**config.mk**
```make
export PLATFORM = sky130hd
export DESIGN_NAME = dvt_table
export DESIGN_NICKNAME = d
export VERILOG_FILES = /design/src/verilog/dvt_pkg.sv /design/src/verilog/dvt_table.sv
export SDC_FILE = /design/constraint.sdc
export NUM_CORES = 1
export LEC_CHECK = 0
export ABC_AREA = 0
export BUFFER_PORTS_ARGS = -buffer_cell sky130_fd_sc_hd__buf_2
export CORE_ASPECT_RATIO = 1.1
export CORE_MARGIN = 2
export CORE_UTILIZATION = 40
export CTS_CLUSTER_DIAMETER = 40
export DETAILED_ROUTE_END_ITERATION = 6
export PLACE_DENSITY = 0.7
export SLEW_MARGIN = 20
export SYNTH_ARGS = -nofsm -noshare
export SYNTH_HDL_FRONTEND = slang
export SYNTH_SLANG_ARGS = --single-unit
```
**constraint.sdc**
```tcl
create_clock -name pclk -period 4.5 [get_ports pclk]
set_input_delay 0.9 -clock pclk [delete_from_list [all_inputs] [get_ports pclk]]
set_output_delay 0.9 -clock pclk [all_outputs]
set_load 0.03 [all_outputs]
```
**src/verilog/dvt_pkg.sv**
```systemverilog
package dvt_pkg;

  // ****************************************************************
  // Timing
  // ****************************************************************
  localparam int unsigned CLK_PERIOD_NS   = 10;
  // Power-up select delay; the figure is a plain default
  localparam int unsigned PWRUP_DELAY_NS  = 1000;
  // Least time, so round up to whole cycles
  localparam int unsigned PWRUP_DELAY_CYC =
    (PWRUP_DELAY_NS + CLK_PERIOD_NS - 1) / CLK_PERIOD_NS;

  // ****************************************************************
  // Register offsets (byte addresses)
  // ****************************************************************
  localparam logic [7:0] OFS_CTRL   = 8'h00;
  localparam logic [7:0] OFS_STATUS = 8'h04;
  localparam logic [7:0] OFS_ARRAY  = 8'h08;
  localparam logic [7:0] OFS_SUPPLY = 8'h60;
  localparam logic [7:0] OFS_CAPS   = 8'h64;
  localparam logic [7:0] OFS_LOCK   = 8'h68;
  localparam logic [7:0] OFS_SPARE  = 8'h6c;

  // ****************************************************************
  // Table words, lowest byte address in bits 7:0
  // ****************************************************************
  localparam logic [15:0] SUPPLY_MAX    = 16'h3600;
  localparam logic [15:0] SUPPLY_MIN    = 16'h2700;
  localparam logic [15:0] CAPS_HALF     = 16'h4ff6;
  localparam logic [7:0]  WRAP_OPCODE   = 8'hff;
  localparam logic [7:0]  WRAP_LENGTH   = 8'hff;
  localparam logic [15:0] LOCK_HALF     = 16'hcffe;
  localparam logic [7:0]  BLANK_BYTE    = 8'hff;
  localparam logic [31:0] BLANK_WORD    = 32'hffffffff;
  localparam logic [31:0] ZERO_WORD     = 32'h00000000;

  // ****************************************************************
  // Lane modes of the discovery read
  // ****************************************************************
  localparam logic [1:0] LANE_111 = 2'h0;
  localparam logic [1:0] LANE_222 = 2'h1;
  localparam logic [1:0] LANE_444 = 2'h2;

  // ****************************************************************
  // Control and status fields
  // ****************************************************************
  localparam int unsigned CTRL_LANE_LSB  = 0;
  localparam int unsigned CTRL_WAIT_LSB  = 4;
  localparam int unsigned CTRL_LATCH_SET = 8;
  localparam int unsigned CTRL_LATCH_CLR = 9;
  localparam int unsigned CTRL_SLEEP     = 10;
  localparam int unsigned CTRL_RELEASE   = 11;
  localparam int unsigned ST_READY       = 0;
  localparam int unsigned ST_LATCH       = 1;
  localparam int unsigned ST_SLEEP       = 2;
  localparam int unsigned ST_MODE_ERR    = 3;
  localparam int unsigned ST_LANE_LSB    = 4;
  localparam int unsigned ST_WAIT_LSB    = 8;

  // ****************************************************************
  // Reset values
  // ****************************************************************
  localparam logic [1:0] RST_LANE = 2'h0;
  localparam logic [3:0] RST_WAIT = 4'h0;

  typedef enum logic [1:0] {
    DVT_POR_WAIT = 2'b00,
    DVT_STANDBY  = 2'b01,
    DVT_SLEEP    = 2'b10
  } dvt_pwr_t;

endpackage

```
**src/verilog/dvt_table.sv**
```systemverilog
// The register offsets and the APB slave port were decided locally.
`timescale 1ns/1ps

// Notes on behaviour
// Bytes 60h,61h read 00h,36h: 3.600 V max
// Bytes 62h,63h read 00h,27h: 2.700 V min
// Caps bits 0..3: no reset, pause, sleep
// Reset opcode FFh; halfword 64h reads 4FF6h
// Bits 12..15 read 0,0,1,0
// Byte 66h wrap opcode reads FFh
// Byte 67h wrap length reads FFh
// Lock word: no block lock, nonvolatile, FFh
// Unprotected default; lock low half CFFEh
// Secure area 1, locks 0, bits 15:14 11b
// Unused table bytes read FFh
// Only 1-1-1, 2-2-2, 4-4-4 lane modes
// Wait states delay data after address
// Host drives mode bits after address; the host model sends none
// Power-up: standby, write enable latch clear
// Host keeps device deselected during power-up
// No commands before select delay elapses
// Delivered array reads all FFh
// Word bytes least significant first
module dvt_table #(
  parameter int unsigned PWRUP_DELAY_CYC = dvt_pkg::PWRUP_DELAY_CYC,
  parameter int unsigned WAIT_W          = 4
) (
  input  wire logic        pclk,
  input  wire logic        presetn,
  input  wire logic        psel,
  input  wire logic        penable,
  input  wire logic        pwrite,
  input  wire logic [7:0]  paddr,
  input  wire logic [31:0] pwdata,
  output logic      [31:0] prdata,
  output logic             pready,
  output logic             pslverr,
  output logic             powerup_ready,
  output logic             write_enable_latch,
  output logic             deep_sleep
);

  // Counter wide enough to hold the whole power-up count
  localparam int unsigned CNT_W = $clog2(PWRUP_DELAY_CYC + 1);
  localparam logic [CNT_W-1:0] CNT_LAST =
    CNT_W'(PWRUP_DELAY_CYC - 1);

  // ****************************************************************
  // Register map
  // ****************************************************************
  // 00h control, write: [1:0] lane mode, [7:4] dummy cycles,
  //     [8] set latch, [9] clear latch, [10] sleep, [11] wake.
  //     Read gives back a subset of the status bits.
  // 04h status: [0] ready, [1] latch, [2] asleep, [3] mode error,
  //     [5:4] lane mode, [11:8] dummy cycles. Writing one to
  //     bit 3 clears the mode error.
  // 08h array window, read-only, always blank.
  // 60h supply word: maximum in bits 15:0, minimum in 31:16.
  // 64h capability halfword, then wrap opcode and wrap length.
  // 68h lock halfword, upper half unused.
  // 6Ch unused word.
  // Anything else is refused with an error and reads zero.
  //
  // Limitations worth knowing:
  // - The table is fixed at build time; nothing here can alter it.
  // - Dummy cycles stretch only table reads, as on the serial link
  //   they sit between address and data; other registers answer at
  //   once so status polling stays quick.
  // - A refused table read gets no dummy cycles, so the host learns
  //   of the refusal as early as possible.
  // - Clear beats set when both latch commands arrive together, so
  //   a confused write leaves the part safe.

  // ****************************************************************
  // State
  // ****************************************************************
  dvt_pkg::dvt_pwr_t   pwr_q, pwr_d;
  logic [CNT_W-1:0]    por_cnt_q, por_cnt_d;
  logic                latch_q, latch_d;
  logic [1:0]          lane_q, lane_d;
  logic [WAIT_W-1:0]   wait_q, wait_d;
  logic                mode_err_q, mode_err_d;
  logic [WAIT_W-1:0]   dly_q, dly_d;
  logic [31:0]         rdata_q, rdata_d;
  logic                err_q, err_d;

  logic                setup;
  logic                done;
  logic                wr_done;
  logic                is_table;
  logic                ready;
  logic [31:0]         status_word;

  // Decode of the four table words
  function automatic logic in_table(input logic [7:0] a);
    return (a == dvt_pkg::OFS_SUPPLY) || (a == dvt_pkg::OFS_CAPS) ||
           (a == dvt_pkg::OFS_LOCK)   || (a == dvt_pkg::OFS_SPARE);
  endfunction

  // Lane codes the discovery read accepts
  function automatic logic lane_ok(input logic [1:0] m);
    return (m == dvt_pkg::LANE_111) || (m == dvt_pkg::LANE_222) ||
           (m == dvt_pkg::LANE_444);
  endfunction

  // ****************************************************************
  // Bus phases
  // ****************************************************************
  assign setup    = psel && !penable;
  assign ready    = (pwr_q != dvt_pkg::DVT_POR_WAIT);
  assign is_table = in_table(paddr);
  // Access ends once the wait-state countdown has run out; pready
  // stays high while idle, so an access with no dummy cycles
  // completes in its first access cycle
  assign pready   = (dly_q == '0);
  assign done     = psel && penable && pready;
  assign wr_done  = done && pwrite && !err_q;
  assign pslverr  = psel && penable && pready && err_q;
  assign prdata   = rdata_q;

  // Status image; bits not listed read zero
  assign status_word = {
    {(32 - dvt_pkg::ST_WAIT_LSB - WAIT_W){1'b0}},
    wait_q,
    2'b00,
    lane_q,
    mode_err_q,
    (pwr_q == dvt_pkg::DVT_SLEEP),
    latch_q,
    ready
  };

  // ****************************************************************
  // Read data, error and wait states, all fixed at the setup cycle
  // ****************************************************************
  always_comb begin
    rdata_d = rdata_q;
    err_d   = err_q;
    dly_d   = dly_q;
    if (setup) begin
      rdata_d = dvt_pkg::ZERO_WORD;
      err_d   = 1'b0;
      dly_d   = '0;
      case (paddr)
        dvt_pkg::OFS_CTRL: begin
          // Readback hides the sleep and mode error bits
          rdata_d = status_word & 32'h00000ff3;
          // Commands before the select delay are refused
          err_d   = pwrite && !ready;
        end
        dvt_pkg::OFS_STATUS: begin
          rdata_d = status_word;
        end
        dvt_pkg::OFS_ARRAY: begin
          rdata_d = dvt_pkg::BLANK_WORD;
          err_d   = pwrite || !ready;
        end
        dvt_pkg::OFS_SUPPLY: begin
          // Bits 7:0 hold byte 60h
          rdata_d = {dvt_pkg::SUPPLY_MIN,
                     dvt_pkg::SUPPLY_MAX};
        end
        dvt_pkg::OFS_CAPS: begin
          rdata_d = {dvt_pkg::WRAP_LENGTH,
                     dvt_pkg::WRAP_OPCODE,
                     dvt_pkg::CAPS_HALF};
        end
        dvt_pkg::OFS_LOCK: begin
          rdata_d = {dvt_pkg::BLANK_BYTE, dvt_pkg::BLANK_BYTE,
                     dvt_pkg::LOCK_HALF};
        end
        dvt_pkg::OFS_SPARE: begin
          rdata_d = dvt_pkg::BLANK_WORD;
        end
        default: begin
          err_d = 1'b1;
        end
      endcase
      if (is_table) begin
        // Table is read-only; a sleeping part refuses table reads
        err_d = pwrite || !ready ||
                (pwr_q == dvt_pkg::DVT_SLEEP);
        // Dummy cycles sit between address and first data
        if (!err_d) begin
          dly_d = wait_q;
        end
      end
    end else if (psel && penable && (dly_q != '0)) begin
      dly_d = dly_q - 1'b1;
    end
  end

  // ****************************************************************
  // Power state, latch and configuration
  // ****************************************************************
  // Power-up count, then standby; sleep and wake come from writes
  always_comb begin
    pwr_d      = pwr_q;
    por_cnt_d  = por_cnt_q;
    case (pwr_q)
      dvt_pkg::DVT_POR_WAIT: begin
        // Host keeps off the bus until this count ends
        if (por_cnt_q == CNT_LAST) begin
          pwr_d = dvt_pkg::DVT_STANDBY;
        end else begin
          por_cnt_d = por_cnt_q + 1'b1;
        end
      end
      dvt_pkg::DVT_STANDBY: begin
        if (wr_done && (paddr == dvt_pkg::OFS_CTRL) &&
            pwdata[dvt_pkg::CTRL_SLEEP]) begin
          pwr_d = dvt_pkg::DVT_SLEEP;
        end
      end
      dvt_pkg::DVT_SLEEP: begin
        if (wr_done && (paddr == dvt_pkg::OFS_CTRL) &&
            pwdata[dvt_pkg::CTRL_RELEASE]) begin
          pwr_d = dvt_pkg::DVT_STANDBY;
        end
      end
      default: begin
        // Unused code falls back to the power-up wait
        pwr_d = dvt_pkg::DVT_POR_WAIT;
      end
    endcase
  end

  // Latch, lane mode, dummy cycles and mode error
  // Only a completed, unrefused write touches these, so a refused
  // access never leaves half a command behind
  always_comb begin
    latch_d    = latch_q;
    lane_d     = lane_q;
    wait_d     = wait_q;
    mode_err_d = mode_err_q;
    // Status write clears the error flag; a new error wins
    if (wr_done && (paddr == dvt_pkg::OFS_STATUS) &&
        pwdata[dvt_pkg::ST_MODE_ERR]) begin
      mode_err_d = 1'b0;
    end
    if (wr_done && (paddr == dvt_pkg::OFS_CTRL)) begin
      if (lane_ok(pwdata[dvt_pkg::CTRL_LANE_LSB +: 2])) begin
        lane_d = pwdata[dvt_pkg::CTRL_LANE_LSB +: 2];
      end else begin
        mode_err_d = 1'b1;
      end
      wait_d = pwdata[dvt_pkg::CTRL_WAIT_LSB +: WAIT_W];
      // Latch commands are ignored while asleep
      if (pwr_q == dvt_pkg::DVT_STANDBY) begin
        if (pwdata[dvt_pkg::CTRL_LATCH_CLR]) begin
          latch_d = 1'b0;
        end else if (pwdata[dvt_pkg::CTRL_LATCH_SET]) begin
          latch_d = 1'b1;
        end
      end
    end
  end

  // ****************************************************************
  // Registers
  // ****************************************************************
  // Bus group; idle with zero read data after reset
  always_ff @(posedge pclk or negedge presetn) begin
    if (!presetn) begin
      dly_q   <= '0;
      rdata_q <= dvt_pkg::ZERO_WORD;
      err_q   <= 1'b0;
    end else begin
      dly_q   <= dly_d;
      rdata_q <= rdata_d;
      err_q   <= err_d;
    end
  end

  // Power group; power-up lands in standby
  always_ff @(posedge pclk or negedge presetn) begin
    if (!presetn) begin
      pwr_q     <= dvt_pkg::DVT_POR_WAIT;
      por_cnt_q <= '0;
    end else begin
      pwr_q     <= pwr_d;
      por_cnt_q <= por_cnt_d;
    end
  end

  // Configuration group; the latch starts cleared
  always_ff @(posedge pclk or negedge presetn) begin
    if (!presetn) begin
      latch_q    <= 1'b0;
      lane_q     <= dvt_pkg::RST_LANE;
      wait_q     <= dvt_pkg::RST_WAIT;
      mode_err_q <= 1'b0;
    end else begin
      latch_q    <= latch_d;
      lane_q     <= lane_d;
      wait_q     <= wait_d;
      mode_err_q <= mode_err_d;
    end
  end

  // Latch pin comes straight from its flop; ready and sleep pins are decoded from pwr_q
  assign powerup_ready      = ready;
  assign write_enable_latch = latch_q;
  assign deep_sleep         = (pwr_q == dvt_pkg::DVT_SLEEP);

endmodule

```
* Yosys cells after proc, flatten, opt, wreduce, memory -nomap -nowiden
Cells that the tools add are included.
W data, S select, Z words.
** Cells by class
- Add/sub/neg operators :: 2
- Multipliers :: 0
- Div/mod/pow operators :: 0
- $lt $le $gt $ge :: 0
- Equality and inequality tests :: 14
- Shift-type cells :: 0
- Muxes and demuxes :: 16
- Bitwise logic cells :: 1
- Reductions and logical operators :: 37
** Operator list (number)
- $pmux W32 S6 :: 1
- $eq A8 B7 Y1 const B :: 4
- $mux W4 :: 4
- $logic_and A1 B1 Y1 :: 13
- $eq A8 B3 Y1 const B :: 1
- $eq A8 B4 Y1 const B :: 1
- $logic_not A8 Y1 :: 1
- $add A7 B1 Y7 const B :: 1
- $eq A7 B7 Y1 const B :: 1
- $logic_or A1 B1 Y1 :: 7
- $mux W1 :: 6
- $mux W2 :: 3
- $pmux W2 S3 :: 1
- $reduce_and A3 Y1 :: 2
- $reduce_bool A2 Y1 :: 3
- $reduce_or A5 Y1 :: 1
- $eq A2 B1 Y1 const B :: 2
- $eq A2 B2 Y1 const B :: 2
- $logic_not A2 Y1 :: 2
- $logic_not A4 Y1 :: 1
- $ne A2 B2 Y1 const B :: 2
- $reduce_and A2 Y1 :: 2
- $reduce_bool A4 Y1 :: 1
- $sub A4 B1 Y4 const B :: 1
- other kinds (5) :: 7
** Storage, ports and cells
- Flip-flop bits (word level) :: 54
- Latch bits :: 0
- Bits in writable memories :: 0
- ROM bits :: 0
- Bits of input ports :: 45
- Output and inout port bits :: 37
- Word-level logic and storage cells :: 79
- Memories :: 0

* Longest topological paths before layout
- Word-level depth :: 9
- Gate-level depth with buffers :: 7
- Mapped depth without buffers :: 7

* Worst setup path before layout
No wires, ideal clock.
- Kind :: input-to-output
- From :: in penable
- To :: out pslverr
- Data arrival time :: 1.430 ns
- Data required time :: 3.600 ns
- Setup slack :: 2.170 ns
- Cell stages on the path :: 2
- Path buffers :: 0
- Cells stage by stage :: and4bb_1 > and3_1
** On the way
- Longest elaborated chain between the ends :: 3
** Ends and longest elaborated chain
- start: declaration :: RTL line dvt_table.sv:31 : input wire logic penable,
- $logic_and A1 B1 Y1 (3 in series) :: RTL line dvt_table.sv:118 : assign pslverr = psel && penable && pready && err_q;
- end: declaration :: RTL line dvt_table.sv:37 : output logic pslverr,
No other way between the ends.

* Worst setup path after layout
- From :: reg dly_q[1]
- To :: out pready
** On the way
- Longest elaborated chain between the ends :: 1
** Ends and longest elaborated chain
- start: declaration :: RTL line dvt_table.sv:83 : logic [WAIT_W-1:0] dly_q, dly_d;
- start signal: assignment :: RTL line dvt_table.sv:269 : dly_q <= dly_d;
- $logic_not A4 Y1 :: RTL line dvt_table.sv:115 : assign pready = (dly_q == '0);
- end: declaration :: RTL line dvt_table.sv:36 : output logic pready,
No other way between the ends.

==> qor.yml <==
cts_tree: "yes"
io_buffer_count: 60
ys_types: 44
critPathMaxFanout: 4
cp.required_ps: 3600
syn_area_per_cell_um2: 10.1
grt_start_max_net_pins: 37
core_area_mm2: 0.00465
setup_viol: 0
synth_seq_area_share_pct: 46.6
numCtsBuffers: 5
finalCritPeriodShare_pct: 57.2
irDropWorstVdd_uv: 126
syn-cell-area_mm2: 0.00193
dp_cells: 282
grt_use_met2_pct: 28.2
drv_slew: 0
crit_path_end_kind: "output port"
use_met3_pct: 5.12
drive_gt1_share_pct: 29.9
synth_nets: 240
syn2layout_area_growth_pct: 15.8
die_h_um: 76.9
insertion_delay_ps: 290
die_w_um: 70.3
yosys_warnings: 0
n_fill_cell: 462
async_reset_ff_share_pct: 100
critPathLaunchType: "register"
yosysTopAreaCell: "dfrtp_1"
utilization_pct: 48.1
pin_count: 82
wl_um: 4170
grt_antenna_before_repair: 0
drt-wirelength-per-cell_um: 14.4
drtIter0Drc: 41
dpl.hpwl_um: 3150
synthTopCellsByArea: "dfrtp_1, buf_4, a221o_1"
hold_buffers: 0
yosysTopAreaCellShare_pct: 46.6
grt-ovfl-total: 0
top_usage_layer: "met2"
pre_cts_ws_ps: 1940
power_density_mw_per_mm2: 349
post_cts_buffers: 0
ant_nets: 0
grt_util_all_layers_pct: 16.8
grt_pass1_vias: 1514
path_clk_slew_ps: 70
worstPathArrival_ps: 1670
clock_path_buffers: 2
start_util_pct: 41.5
finalNonFillerCells: 290
synth_edf_count: 0
status: "complete, no violations"
clock-sinks: 36
num_rows: 26
antennaDiodeCount: 0
skew_ps: 4.78
dr.pass1.iters: 4
ys.flop_type: "dfrtp_1"
num_vias: 1528
crit_type: "register to output port"
cts_resized: 0
worstMarginPinSlew_ps: 773
postSynthCellCount: 192
p_leak_nw: 1.18
hold_viol: 0
fin_ws_ps: 1930
whs_ps: 475
setup_tns_ps: 0
use_met1_pct: 19.8
hp-class: "register to register"
max_slew_margin_pct: 48.5
cap_violations: 0
place_congestion: 0.836
via_per_inst: 5.27
grt_setup_unrepaired: "no"
fmax_mhz: 389
ctsRootBufferMaster: "clkbuf_8"
drc_errors: 0
period_minus_slack_ps: 2570
synth_seq_cells: 36
die_area_mm2: 0.00540
grt_pass1_wl_um: 7080
final_nets: 281
h-tree-depth: 2
[cells in the mapped netlist, types with 5 or more instances]
cell type,count
nand4_1,5
o21ai_0,11
nand2_1,15
dfrtp_1,36
a221o_1,6
nand3_1,5
nor2_1,8
a21oi_1,8
buf_4,19
inv_1,7
xnor2_1,6
mux2_1,5
[cell usage in the layout (no fill, tap or decap), drive strengths merged, types with 5 or more instances in the layout]
master	count
dfrtp	36
a221o	6
nand3	5
nand4	5
o21ai	14
clkbuf	6
buf	60
xnor2	6
a21oi	8
inv	7
nor2	8
nand2	15
mux2	5
[per-layer routing]
layer	wire, um	vias up
li1	-	759
met2	2020	38
met4	85	0
met3	220	8
met5	0	-
met1	1840	723
[area by class of cell]
class | count | area (um^2) | area share [%]
clock buffer | 6 | 72.6 | 3.24
clock inverter | 2 | 35.0 | 1.57
inverter | 7 | 26.3 | 1.17
multi-input combinational | 123 | 832 | 37.2
sequential | 36 | 901 | 40.3
tap | 56 | 70.1 | 3.13
timing repair buffer | 60 | 300 | 13.4
[report_power, final]
group / internal [mW] / switching, mW / total [mW]
combinational: 0.0590 / 0.0899 / 0.149
clock: 0.164 / 0.114 / 0.278
sequential: 0.340 / 0.0129 / 0.353
[registers in the layout, summed over array words and instances (netlist names)]
register	flops
write_enable_latch	1
por_cnt_q	7
lane_q	2
mode_err_q	1
pwr_q	2
wait_q	4
err_q	1
dly_q	4
prdata	14
[logic make-up after synthesis]
group | share of synthesized area (%)
flops | 46.6
xor+xnor | 3.17
compound gates | 15.7
buf+inv | 10.3
mux | 2.91
simple gates | 19.4
fa+ha+maj | 1.94
[critical path: stages, from the launching register on]
cell	delay (ps)
dfrtp_1	380
inv_1	110
ha_1	190
or3b_1	400
inv_1	100
buf_2	200
[metrics by stage]
step           power (mW)  cell area, um^2
3_3_place_gp        0.507             2130
6_report            0.780             2240
5_1_grt             0.824             2240
2_1_floorplan       0.465             1930
3_5_place_dp        0.510             2130
4_1_cts             0.789             2240
[worst paths after layout]
kind	from	endpoint	slack, ps	depth (start not counted)
hold reg to reg	prdata[0]	prdata[0]	480	1
min in group asynchronous	presetn	prdata[15]	680	1
max in group asynchronous	presetn	mode_err_q	3320	1
setup reg to reg	dly_q[1]	wait_q[3]	2540	5
setup / recovery	dly_q[1]	pready	1930	5
hold / removal	prdata[0]	prdata[0]	480	1
No activity file was read; power rests on OpenSTA's default activity.
